[src/design/umic_pkg.sv]
// ****************************************************************
// Shared constants for the interrupt controller
// ****************************************************************
package umic_pkg;
    // Register offsets
    localparam logic [7:0] UMIC_OFS_P0_EN = 8'h04;
    localparam logic [7:0] UMIC_OFS_P1_EN = 8'h05;
    localparam logic [7:0] UMIC_OFS_P0_POL = 8'h06;
    localparam logic [7:0] UMIC_OFS_GLB_EN = 8'h20;
    localparam logic [7:0] UMIC_OFS_EP_EN = 8'h21;
    localparam logic [7:0] UMIC_OFS_STATUS = 8'h22;
    localparam logic [7:0] UMIC_OFS_MODE = 8'h23;
    localparam logic [7:0] UMIC_RESET_VAL = 8'h00;
    // Global enable bit positions
    localparam int UMIC_GB_BUS = 0;
    localparam int UMIC_GB_T128 = 1;
    localparam int UMIC_GB_T1MS = 2;
    localparam int UMIC_GB_GPIO = 6;
    localparam int UMIC_GB_WAKE = 7;
    localparam logic [7:0] UMIC_GLB_MASK = 8'hc7;
    // Endpoint enable bit positions
    localparam int UMIC_EB_CTL = 0;
    localparam int UMIC_EB_DATA = 1;
    localparam logic [7:0] UMIC_EP_MASK = 8'h03;
    localparam logic [7:0] UMIC_P1_MASK = 8'h03;
    // Vector addresses
    localparam logic [15:0] UMIC_VEC_RESET = 16'h0000;
    localparam logic [15:0] UMIC_VEC_BUS = 16'h0002;
    localparam logic [15:0] UMIC_VEC_T128 = 16'h0004;
    localparam logic [15:0] UMIC_VEC_T1MS = 16'h0006;
    localparam logic [15:0] UMIC_VEC_CTL = 16'h0008;
    localparam logic [15:0] UMIC_VEC_DATA = 16'h000a;
    localparam logic [15:0] UMIC_VEC_GPIO = 16'h0014;
    localparam logic [15:0] UMIC_VEC_WAKE = 16'h0016;
    // Service timing in CPU cycles
    localparam int UMIC_CALL_CYC = 10;
    localparam int UMIC_JUMP_CYC = 5;
    // Timer periods
    localparam int UMIC_CLK_MHZ = 100;
    localparam int UMIC_T128_US = 128;
    localparam int UMIC_T128_CYC = UMIC_T128_US * UMIC_CLK_MHZ;
    localparam int UMIC_T1MS_NS = 1024000;
    localparam int UMIC_T1MS_CYC = UMIC_T1MS_NS / 10;
    localparam int UMIC_T1MS_TICKS = UMIC_T1MS_CYC / UMIC_T128_CYC;
    localparam int UMIC_BUS_TICKS = 2;
    localparam int UMIC_NSRC = 7;
endpackage : umic_pkg

[src/design/umic_top.sv]
`timescale 1ns/1ps
`default_nettype none
module umic_top
    import umic_pkg::*;
#(
    parameter int P1_PINS = 2,
    parameter int T128_CYC = UMIC_T128_CYC,
    parameter int WAKE_TICKS = 16
) (
    // Clock and reset
    input wire logic ref_clk,
    input wire logic rst,
    input wire logic clk_en,
    // Register port
    input wire logic [7:0] reg_addr,
    input wire logic [7:0] reg_wdata,
    input wire logic reg_wr,
    input wire logic reg_rd,
    output logic [7:0] reg_rdata,
    // GPIO pins
    input wire logic [7:0] first_gpio_port,
    input wire logic [P1_PINS-1:0] second_gpio_port,
    // Bus event inputs
    input wire logic usb_se0,
    input wire logic ps2_data_line,
    // Endpoint events from the serial interface engine
    input wire logic control_endpoint_event,
    input wire logic data_endpoint_event,
    // CPU side
    input wire logic instr_done,
    input wire logic cpu_ei,
    input wire logic cpu_di,
    output logic cpu_irq_en,
    output logic service_call,
    output logic [15:0] vector_addr,
    output logic dev_addr_clear,
    output logic [7:0] latency_cyc
);
    localparam int NPIN = 8 + P1_PINS;

    // ****************************************************************
    // Register file
    // ****************************************************************
    logic [7:0] glb_en_q, ep_en_q, p0_en_q, p1_en_q, p0_pol_q, mode_q;
    logic [7:0] rdata_d;
    logic [UMIC_NSRC-1:0] pend_q;
    logic bus_mode_ps2;
    assign bus_mode_ps2 = mode_q[0];

    always_ff @(posedge ref_clk) begin
        if (rst) begin
            glb_en_q <= UMIC_RESET_VAL;
            ep_en_q <= UMIC_RESET_VAL;
            p0_en_q <= UMIC_RESET_VAL;
            p1_en_q <= UMIC_RESET_VAL;
            p0_pol_q <= UMIC_RESET_VAL;
            mode_q <= UMIC_RESET_VAL;
        end else if (clk_en && reg_wr) begin
            case (reg_addr)
                UMIC_OFS_GLB_EN: glb_en_q <= reg_wdata & UMIC_GLB_MASK;
                UMIC_OFS_EP_EN: ep_en_q <= reg_wdata & UMIC_EP_MASK;
                UMIC_OFS_P0_EN: p0_en_q <= reg_wdata;
                UMIC_OFS_P1_EN: p1_en_q <= reg_wdata & UMIC_P1_MASK;
                UMIC_OFS_P0_POL: p0_pol_q <= reg_wdata;
                UMIC_OFS_MODE: mode_q <= {7'h00, reg_wdata[0]};
                default: ;
            endcase
        end
    end

    // Readback; pin enables and polarity are write-only and read zero
    always_comb begin
        case (reg_addr)
            UMIC_OFS_GLB_EN: rdata_d = glb_en_q;
            UMIC_OFS_EP_EN: rdata_d = ep_en_q;
            UMIC_OFS_STATUS: rdata_d = {1'b0, pend_q};
            UMIC_OFS_MODE: rdata_d = mode_q;
            default: rdata_d = 8'h00;
        endcase
    end

    always_ff @(posedge ref_clk) begin
        if (rst) begin
            reg_rdata <= 8'h00;
        end else if (clk_en) begin
            reg_rdata <= reg_rd ? rdata_d : 8'h00;
        end
    end

    // ****************************************************************
    // Free-running timer
    // ****************************************************************
    logic [$clog2(T128_CYC)-1:0] pre_q;
    logic [3:0] t1_q;
    logic tick128, tick1ms;
    assign tick128 = (pre_q == $bits(pre_q)'(T128_CYC - 1));
    assign tick1ms = tick128 && (t1_q == 4'(UMIC_T1MS_TICKS - 1));

    // 128 us base, 1.024 ms every eighth
    always_ff @(posedge ref_clk) begin
        if (rst) begin
            pre_q <= '0;
            t1_q <= 4'h0;
        end else if (clk_en) begin
            pre_q <= tick128 ? '0 : pre_q + 1'b1;
            if (tick128) begin
                t1_q <= tick1ms ? 4'h0 : t1_q + 4'h1;
            end
        end
    end

    // ****************************************************************
    // Wake-up timer
    // ****************************************************************
    logic [$clog2(WAKE_TICKS+1)-1:0] wake_q;
    logic wake_ev;
    assign wake_ev = glb_en_q[UMIC_GB_WAKE] && tick128 &&
        (wake_q == $bits(wake_q)'(WAKE_TICKS - 1));

    // held clear while disabled, runs while enabled
    always_ff @(posedge ref_clk) begin
        if (rst) begin
            wake_q <= '0;
        end else if (clk_en) begin
            if (!glb_en_q[UMIC_GB_WAKE] || wake_ev) begin
                wake_q <= '0;
            end else if (tick128) begin
                wake_q <= wake_q + 1'b1;
            end
        end
    end

    // ****************************************************************
    // Bus reset / PS/2 detector
    // ****************************************************************
    logic cond;
    logic [1:0] bus_cnt_q;
    logic bus_det_q;
    logic bus_ev;
    assign cond = bus_mode_ps2 ? !ps2_data_line : usb_se0;
    // USB fires when SE0 ends, PS/2 on detection
    assign bus_ev = bus_mode_ps2 ?
        (!bus_det_q && cond && tick128 && bus_cnt_q == 2'(UMIC_BUS_TICKS - 1)) :
        (bus_det_q && !cond);

    // counted in 128 us ticks, so 128 to 256 us
    always_ff @(posedge ref_clk) begin
        if (rst) begin
            bus_cnt_q <= 2'h0;
            bus_det_q <= 1'b0;
        end else if (clk_en) begin
            if (!cond) begin
                bus_cnt_q <= 2'h0;
                bus_det_q <= 1'b0;
            end else if (tick128 && !bus_det_q) begin
                if (bus_cnt_q == 2'(UMIC_BUS_TICKS - 1)) begin
                    bus_det_q <= 1'b1;
                end else begin
                    bus_cnt_q <= bus_cnt_q + 2'h1;
                end
            end
        end
    end

    // address clear while the event lasts
    always_ff @(posedge ref_clk) begin
        if (rst) begin
            dev_addr_clear <= 1'b0;
        end else if (clk_en) begin
            dev_addr_clear <= bus_det_q && cond;
        end
    end

    // ****************************************************************
    // GPIO edge detection
    // ****************************************************************
    logic [NPIN-1:0] pin, pin_q, pin_en, pin_pol, trig, active;
    logic lock_q, lock_hold, gpio_ev;
    logic [NPIN-1:0] lock_pin_q;
    assign pin = {second_gpio_port, first_gpio_port};
    assign pin_en = {p1_en_q[P1_PINS-1:0], p0_en_q};
    // Port 1 polarity is fixed at zero: its pins trigger falling
    assign pin_pol = {{P1_PINS{1'b0}}, p0_pol_q};

    genvar gi;
    generate
        for (gi = 0; gi < NPIN; gi++) begin : g_pin
            assign active[gi] = pin[gi] == pin_pol[gi];
            assign trig[gi] = pin_en[gi] && active[gi] && (pin_q[gi] != pin[gi]);
        end
    endgenerate

    // lock held while locked pin active and enabled
    assign lock_hold = |(lock_pin_q & active & pin_en);
    // any pin, one vector, no pin priority
    assign gpio_ev = glb_en_q[UMIC_GB_GPIO] && (|trig) && !(lock_q && lock_hold);

    always_ff @(posedge ref_clk) begin
        if (rst) begin
            // Track pins during reset so an idle level never reads as an edge
            pin_q <= pin;
            lock_q <= 1'b0;
            lock_pin_q <= '0;
        end else if (clk_en) begin
            pin_q <= pin;
            if (gpio_ev) begin
                lock_q <= 1'b1;
                lock_pin_q <= trig;
            end else if (!lock_hold) begin
                lock_q <= 1'b0;
                lock_pin_q <= '0;
            end
        end
    end

    // ****************************************************************
    // Pending flags and service
    // ****************************************************************
    // Index 0 is highest priority, in vector order
    logic [UMIC_NSRC-1:0] src_ev, src_en, req, clr;
    logic [15:0] vec_tab [UMIC_NSRC];
    logic take;
    logic [2:0] win;
    assign src_ev = {wake_ev, gpio_ev, data_endpoint_event, control_endpoint_event,
        tick1ms, tick128, bus_ev};
    // endpoint flags gated by endpoint enables
    assign src_en = {glb_en_q[UMIC_GB_WAKE], glb_en_q[UMIC_GB_GPIO],
        ep_en_q[UMIC_EB_DATA], ep_en_q[UMIC_EB_CTL], glb_en_q[UMIC_GB_T1MS],
        glb_en_q[UMIC_GB_T128], glb_en_q[UMIC_GB_BUS]};
    assign vec_tab = '{UMIC_VEC_BUS, UMIC_VEC_T128, UMIC_VEC_T1MS, UMIC_VEC_CTL,
        UMIC_VEC_DATA, UMIC_VEC_GPIO, UMIC_VEC_WAKE};
    assign req = pend_q & src_en;
    // only at an instruction boundary with CPU enable set
    assign take = instr_done && cpu_irq_en && (|req);

    always_comb begin
        win = 3'h0;
        for (int i = UMIC_NSRC - 1; i >= 0; i--) begin
            if (req[i]) begin
                win = 3'(i);
            end
        end
        clr = '0;
        if (take) begin
            clr[win] = 1'b1;
        end
    end

    always_ff @(posedge ref_clk) begin
        if (rst) begin
            pend_q <= '0;
        end else if (clk_en) begin
            pend_q <= (pend_q & ~clr) | src_ev;
        end
    end

    // CPU enable cleared on service; EI and DI steer it
    always_ff @(posedge ref_clk) begin
        if (rst) begin
            cpu_irq_en <= 1'b0;
        end else if (clk_en) begin
            if (take || cpu_di) begin
                cpu_irq_en <= 1'b0;
            end else if (cpu_ei) begin
                cpu_irq_en <= 1'b1;
            end
        end
    end

    // call strobe, vector and fixed latency part
    always_ff @(posedge ref_clk) begin
        if (rst) begin
            service_call <= 1'b0;
            vector_addr <= UMIC_VEC_RESET;
            latency_cyc <= 8'h00;
        end else if (clk_en) begin
            service_call <= take;
            if (take) begin
                vector_addr <= vec_tab[win];
                latency_cyc <= 8'(UMIC_CALL_CYC + UMIC_JUMP_CYC);
            end
        end
    end

    // ****************************************************************
    // Assertions
    // ****************************************************************
    property p_reset_vec;
        @(posedge ref_clk) $fell(rst) |-> vector_addr == UMIC_VEC_RESET;
    endproperty
    a_reset_vec: assert property (p_reset_vec) else $error("reset vector not zero");

    property p_call_clears_en;
        @(posedge ref_clk) disable iff (rst) (clk_en && take) |=> !cpu_irq_en && service_call;
    endproperty
    a_call_clears_en: assert property (p_call_clears_en) else $error("service sequence");

    property p_bus_first;
        @(posedge ref_clk) disable iff (rst)
            (clk_en && take && req[0]) |=> vector_addr == UMIC_VEC_BUS;
    endproperty
    a_bus_first: assert property (p_bus_first) else $error("bus not highest");

    property p_boundary;
        @(posedge ref_clk) disable iff (rst) (clk_en && !instr_done) |=> !service_call;
    endproperty
    a_boundary: assert property (p_boundary) else $error("call mid instruction");

    property p_latency;
        @(posedge ref_clk) disable iff (rst) service_call |-> latency_cyc == 8'd15;
    endproperty
    a_latency: assert property (p_latency) else $error("latency wrong");

    property p_wake_off;
        @(posedge ref_clk) disable iff (rst) (clk_en && !glb_en_q[UMIC_GB_WAKE]) |=> wake_q == '0;
    endproperty
    a_wake_off: assert property (p_wake_off) else $error("wake timer ran");

    property p_gpio_gate;
        @(posedge ref_clk) disable iff (rst) gpio_ev |-> glb_en_q[UMIC_GB_GPIO] && |(trig & pin_en);
    endproperty
    a_gpio_gate: assert property (p_gpio_gate) else $error("gpio not gated");

    property p_pend_set;
        @(posedge ref_clk) disable iff (rst) (clk_en && src_ev[3]) |=> pend_q[3];
    endproperty
    a_pend_set: assert property (p_pend_set) else $error("event lost");

    property p_di_clears;
        @(posedge ref_clk) disable iff (rst) (clk_en && cpu_di) |=> !cpu_irq_en;
    endproperty
    a_di_clears: assert property (p_di_clears) else $error("disable ignored");

    property p_addr_clear;
        @(posedge ref_clk) disable iff (rst) (clk_en && bus_det_q && cond) |=> dev_addr_clear;
    endproperty
    a_addr_clear: assert property (p_addr_clear) else $error("address not cleared");

    property p_usb_end;
        @(posedge ref_clk) disable iff (rst)
            (clk_en && !bus_mode_ps2 && bus_det_q && !cond) |=> pend_q[0];
    endproperty
    a_usb_end: assert property (p_usb_end) else $error("bus reset end lost");

    property p_glb_mask;
        @(posedge ref_clk) disable iff (rst)
            (clk_en && reg_wr && reg_addr == UMIC_OFS_GLB_EN) |=>
            glb_en_q == ($past(reg_wdata) & UMIC_GLB_MASK);
    endproperty
    a_glb_mask: assert property (p_glb_mask) else $error("global enable write");

    property p_ack_keeps_pins;
        @(posedge ref_clk) disable iff (rst)
            (clk_en && take && !reg_wr) |=> $stable(p0_en_q) && $stable(p1_en_q);
    endproperty
    a_ack_keeps_pins: assert property (p_ack_keeps_pins) else $error("pin enables moved");

    c_call: cover property (@(posedge ref_clk) service_call);
    c_gpio: cover property (@(posedge ref_clk) gpio_ev);
    c_bus: cover property (@(posedge ref_clk) bus_ev);
    c_lock: cover property (@(posedge ref_clk) lock_q && (|trig) && !gpio_ev);
endmodule : umic_top
`default_nettype wire

[config.mk]
export PLATFORM = sky130hd
export DESIGN_NAME = umic_top
export DESIGN_NICKNAME = d
export VERILOG_FILES = /design/src/design/umic_pkg.sv /design/src/design/umic_top.sv
export SDC_FILE = /design/constraint.sdc
export NUM_CORES = 1
export LEC_CHECK = 0
export ABC_AREA = 0
export BUFFER_PORTS_ARGS = -buffer_cell sky130_fd_sc_hd__buf_2
export CORE_UTILIZATION = 45
export DETAILED_ROUTE_END_ITERATION = 16
export HOLD_SLACK_MARGIN = 0.02
export PLACE_DENSITY = 0.66
export SETUP_SLACK_MARGIN = 0.02
export SLEW_MARGIN = 5
export SYNTH_ARGS = -nofsm -noshare
export SYNTH_HDL_FRONTEND = slang
export SYNTH_SLANG_ARGS = --single-unit
[constraint.sdc]
create_clock -name ref_clk -period 5.2 [get_ports ref_clk]
set_input_delay 0.52 -clock ref_clk [delete_from_list [all_inputs] [get_ports ref_clk]]
set_output_delay 0.52 -clock ref_clk [all_outputs]
set_load 0.05 [all_outputs]
==> flow_summary.ini <==
[run_status]
status = completed

[die]
die_w_um = 102
die_area_sq_um = 10400
io_pins = 73
start_util = 0.460
num_rows = 36
die_h_um = 102
fp.coreArea_sq_um = 9730

[synth]
async_flop_share = 0
ys_seq_area_frac = 0.451
synth_seq_cells = 96
yosys.area.top_type_share = 0.384
yosysWarnings = 0
netlist_area_sq_um = 4480
ys_types = 54
synthFlopType = dfxtp_1
synth_largest_area_cell = dfxtp_1
syn_area_per_cell_sq_um = 8.91
synth.area.top_cells = dfxtp_1 (38%), edfxtp_1 (6.7%), mux2i_1 (5.8%)
netlist_instances = 503
synth_edf_count = 10

[routing]
drt_iter0_drc = 183
totalWireLength_um = 9800
wl_per_cell_um = 14.2
vias = 3670
drc = 0
ant_nets = 0
first_pass_iters = 5
routed_via_density = 5.33

[cts]
clock_latency_ns = 0.36
hold_buffers = 0
cts-root-buf = clkbuf_8
h-tree-depth = 3
numCtsBuffers = 9
cts_setup_buffers = 0
cts.sinks = 96
clock_path_buffers = 2
cts_tree = built
cts.clk_slew.worst_paths_ns = 0.09
cts_resized = 0

[final_layout]
diodes = 0
layout-drive-gt1-share = 0.151
design_area_sq_um = 4980
fin_nets = 597
instances_no_fill = 688
synthToLayoutAreaGrowth_pct = 11.2

[timing]
setup_viol = 0
fin_crit_ns = 2.35
worst_slew_pin_slew_ns = 0.965
layout_setup_ws_ns = 2.85
finalSetupTns_ns = 0
finalMaxSlewViolations = 0
rsz0062_at_grt = false
hold_violations = 0
skew_ns = 0.0139
max-slew-margin-rel = 0.353
layout_worst_path_cycle_share = 0.452
fmax_mhz = 425

[placement]
gp_congestion = 0.873
post-place-ws_ns = 2.63
port_buffers = 56
placed_area_sq_um = 4790
hpwl_um = 7210
dp.cells = 672

[setup_path]
critical_path_arrival_ns = 2.64
critPathRequiredTime_ns = 5.49
r2r_slack_ns = 2.85
critPathTopFamily = simple AND/OR/NAND/NOR gates
timing_worst_setup_path_type = flip-flop to flip-flop
crit_path_cell_trace = nor4b_2 > nand3_2 > or3_4 > or3_4 > or4_1 > a31oi_1
cp-end-kind = flip-flop
cpMostUsedCell = or3_4
critPathLaunchType = flip-flop
cp_slowest_stage_delay_ns = 0.48
worstPathMaxFanout = 5
slowest_stage = or4_1
path_buf_inv = 0

[global_routing]
antenna_found_initial = 0
grt_usage = 0.205
grt_max_degree = 36
grt_pass1_vias = 3452
grt_first_pass_wirelength_um = 16500
gr-total-overflow = 0

[power_and_ir_drop]
ir_drop_v = 0.000148
power.leakage_nw = 1.96
total_power_w = 0.00133
power-per-cell-area_nw_per_um2 = 266

[run]
cap_violations = 0

[hold_path]
min_path_type = input port to flip-flop
sequential cells by signal, summed over array words and instances, names as in the netlist:
signal / cells
pre_q: 14
lock_pin_q: 10
pin_q: 10
p0_en_q: 8
p0_pol_q: 8
reg_rdata: 8
pend_q: 7
glb_en_q: 5
wake_q: 5
t1_q: 4
vector_addr: 4
bus_cnt_q: 2
ep_en_q: 2
p1_en_q: 2
bus_det_q: 1
cpu_irq_en: 1
dev_addr_clear: 1
latency_cyc: 1
lock_q: 1
mode_q: 1
service_call: 1
cell usage after synthesis, types with 3 or more instances:
master and number:
a21oi_1 29, a22o_1 7, a22oi_1 4, a31oi_1 3, and3_1 6, and3b_1 9, buf_1 3, buf_4 19
clkbuf_1 15, dfxtp_1 86, edfxtp_1 10, ha_1 9, inv_1 21, mux2i_1 26, nand2_1 54, nand3_1 25
nand4_1 7, nor2_1 55, nor2b_1 3, nor3_1 8, nor3b_1 10, o21ai_0 21, o22ai_1 12, or3_1 4
or4_1 3, xnor2_1 8, xor2_1 14
cell type report:
type	count	area, sq um
Fill cell	962	4750
Inverter	21	78.8
Tap cell	133	166
Multi-Input combinational cell	364	2220
Timing Repair Buffer	58	295
Sequential cell	96	2020
Clock buffer	12	166
Clock inverter	4	26.3
placed cells by master (no fill, tap or decap), types with 3 or more instances in the layout:
cell / Yosys / layout
nand2_1: 54 / 54
nor3_1: 8 / 8
mux2i_1: 26 / 26
or3_1: 4 / 4
edfxtp_1: 10 / 10
a21oi_1: 29 / 29
and3b_1: 9 / 9
xnor2_1: 8 / 8
a22o_1: 7 / 7
a31oi_1: 3 / 3
ha_1: 9 / 9
inv_1: 21 / 21
and3_1: 6 / 6
conb_1: 1 / 16
clkbuf_8: 0 / 10
nor3b_1: 10 / 10
nor2_1: 55 / 55
o22ai_1: 12 / 12
dfxtp_1: 86 / 86
xor2_1: 14 / 14
nand3_1: 25 / 25
a22oi_1: 4 / 4
nand4_1: 7 / 7
o21ai_0: 21 / 21
or4_1: 3 / 3
buf_2: 0 / 56
nor2b_1: 3 / 3
where the power goes:
part | switching (W) | internal [W]
logic | 0.0000656 | 0.0000230
clock network | 0.000258 | 0.000216
registers | 0.00000600 | 0.000758
per-stage QoR:
step	utilization	hold WS, ns
after CTS	0.512	0.371
after global placement	0.492	0.440
final	0.512	0.370
after global routing	0.512	0.366
after floorplan	-	0.432
after detailed placement	0.492	0.443
logic make-up after synthesis:
family / Yosys count / synth area share
buffers and inverters: 58 / 0.0645
AND/OR/NAND/NOR: 198 / 0.224
XOR/XNOR: 22 / 0.0430
adder cells (fa/ha/maj): 9 / 0.0251
multiplexers: 27 / 0.0631
flip-flops: 96 / 0.451
AO/OA/AOI/OAI: 92 / 0.128
other: 1 / 0.000837
path summary, 6_finish.rpt:
| kind | endpoint | cells after the start | startpoint |
|---|---|---|---|
| max | bus_cnt_q[1] | 6 | pre_q[9] |
| min | pin_q[8] | 1 | second_gpio_port[0] |
| max reg2reg | bus_cnt_q[1] | 6 | pre_q[9] |
| min reg2reg | wake_q[4] | 2 | wake_q[4] |
metal layers:
| layer | track usage | wire length [um] |
|---|---|---|
| met5 | 0 | 0 |
| met4 | 0.0747 | 85 |
| met3 | 0.0297 | 427 |
| met2 | 0.330 | 4590 |
| met1 | 0.279 | 4690 |
(Power assumes the default switching activity.)
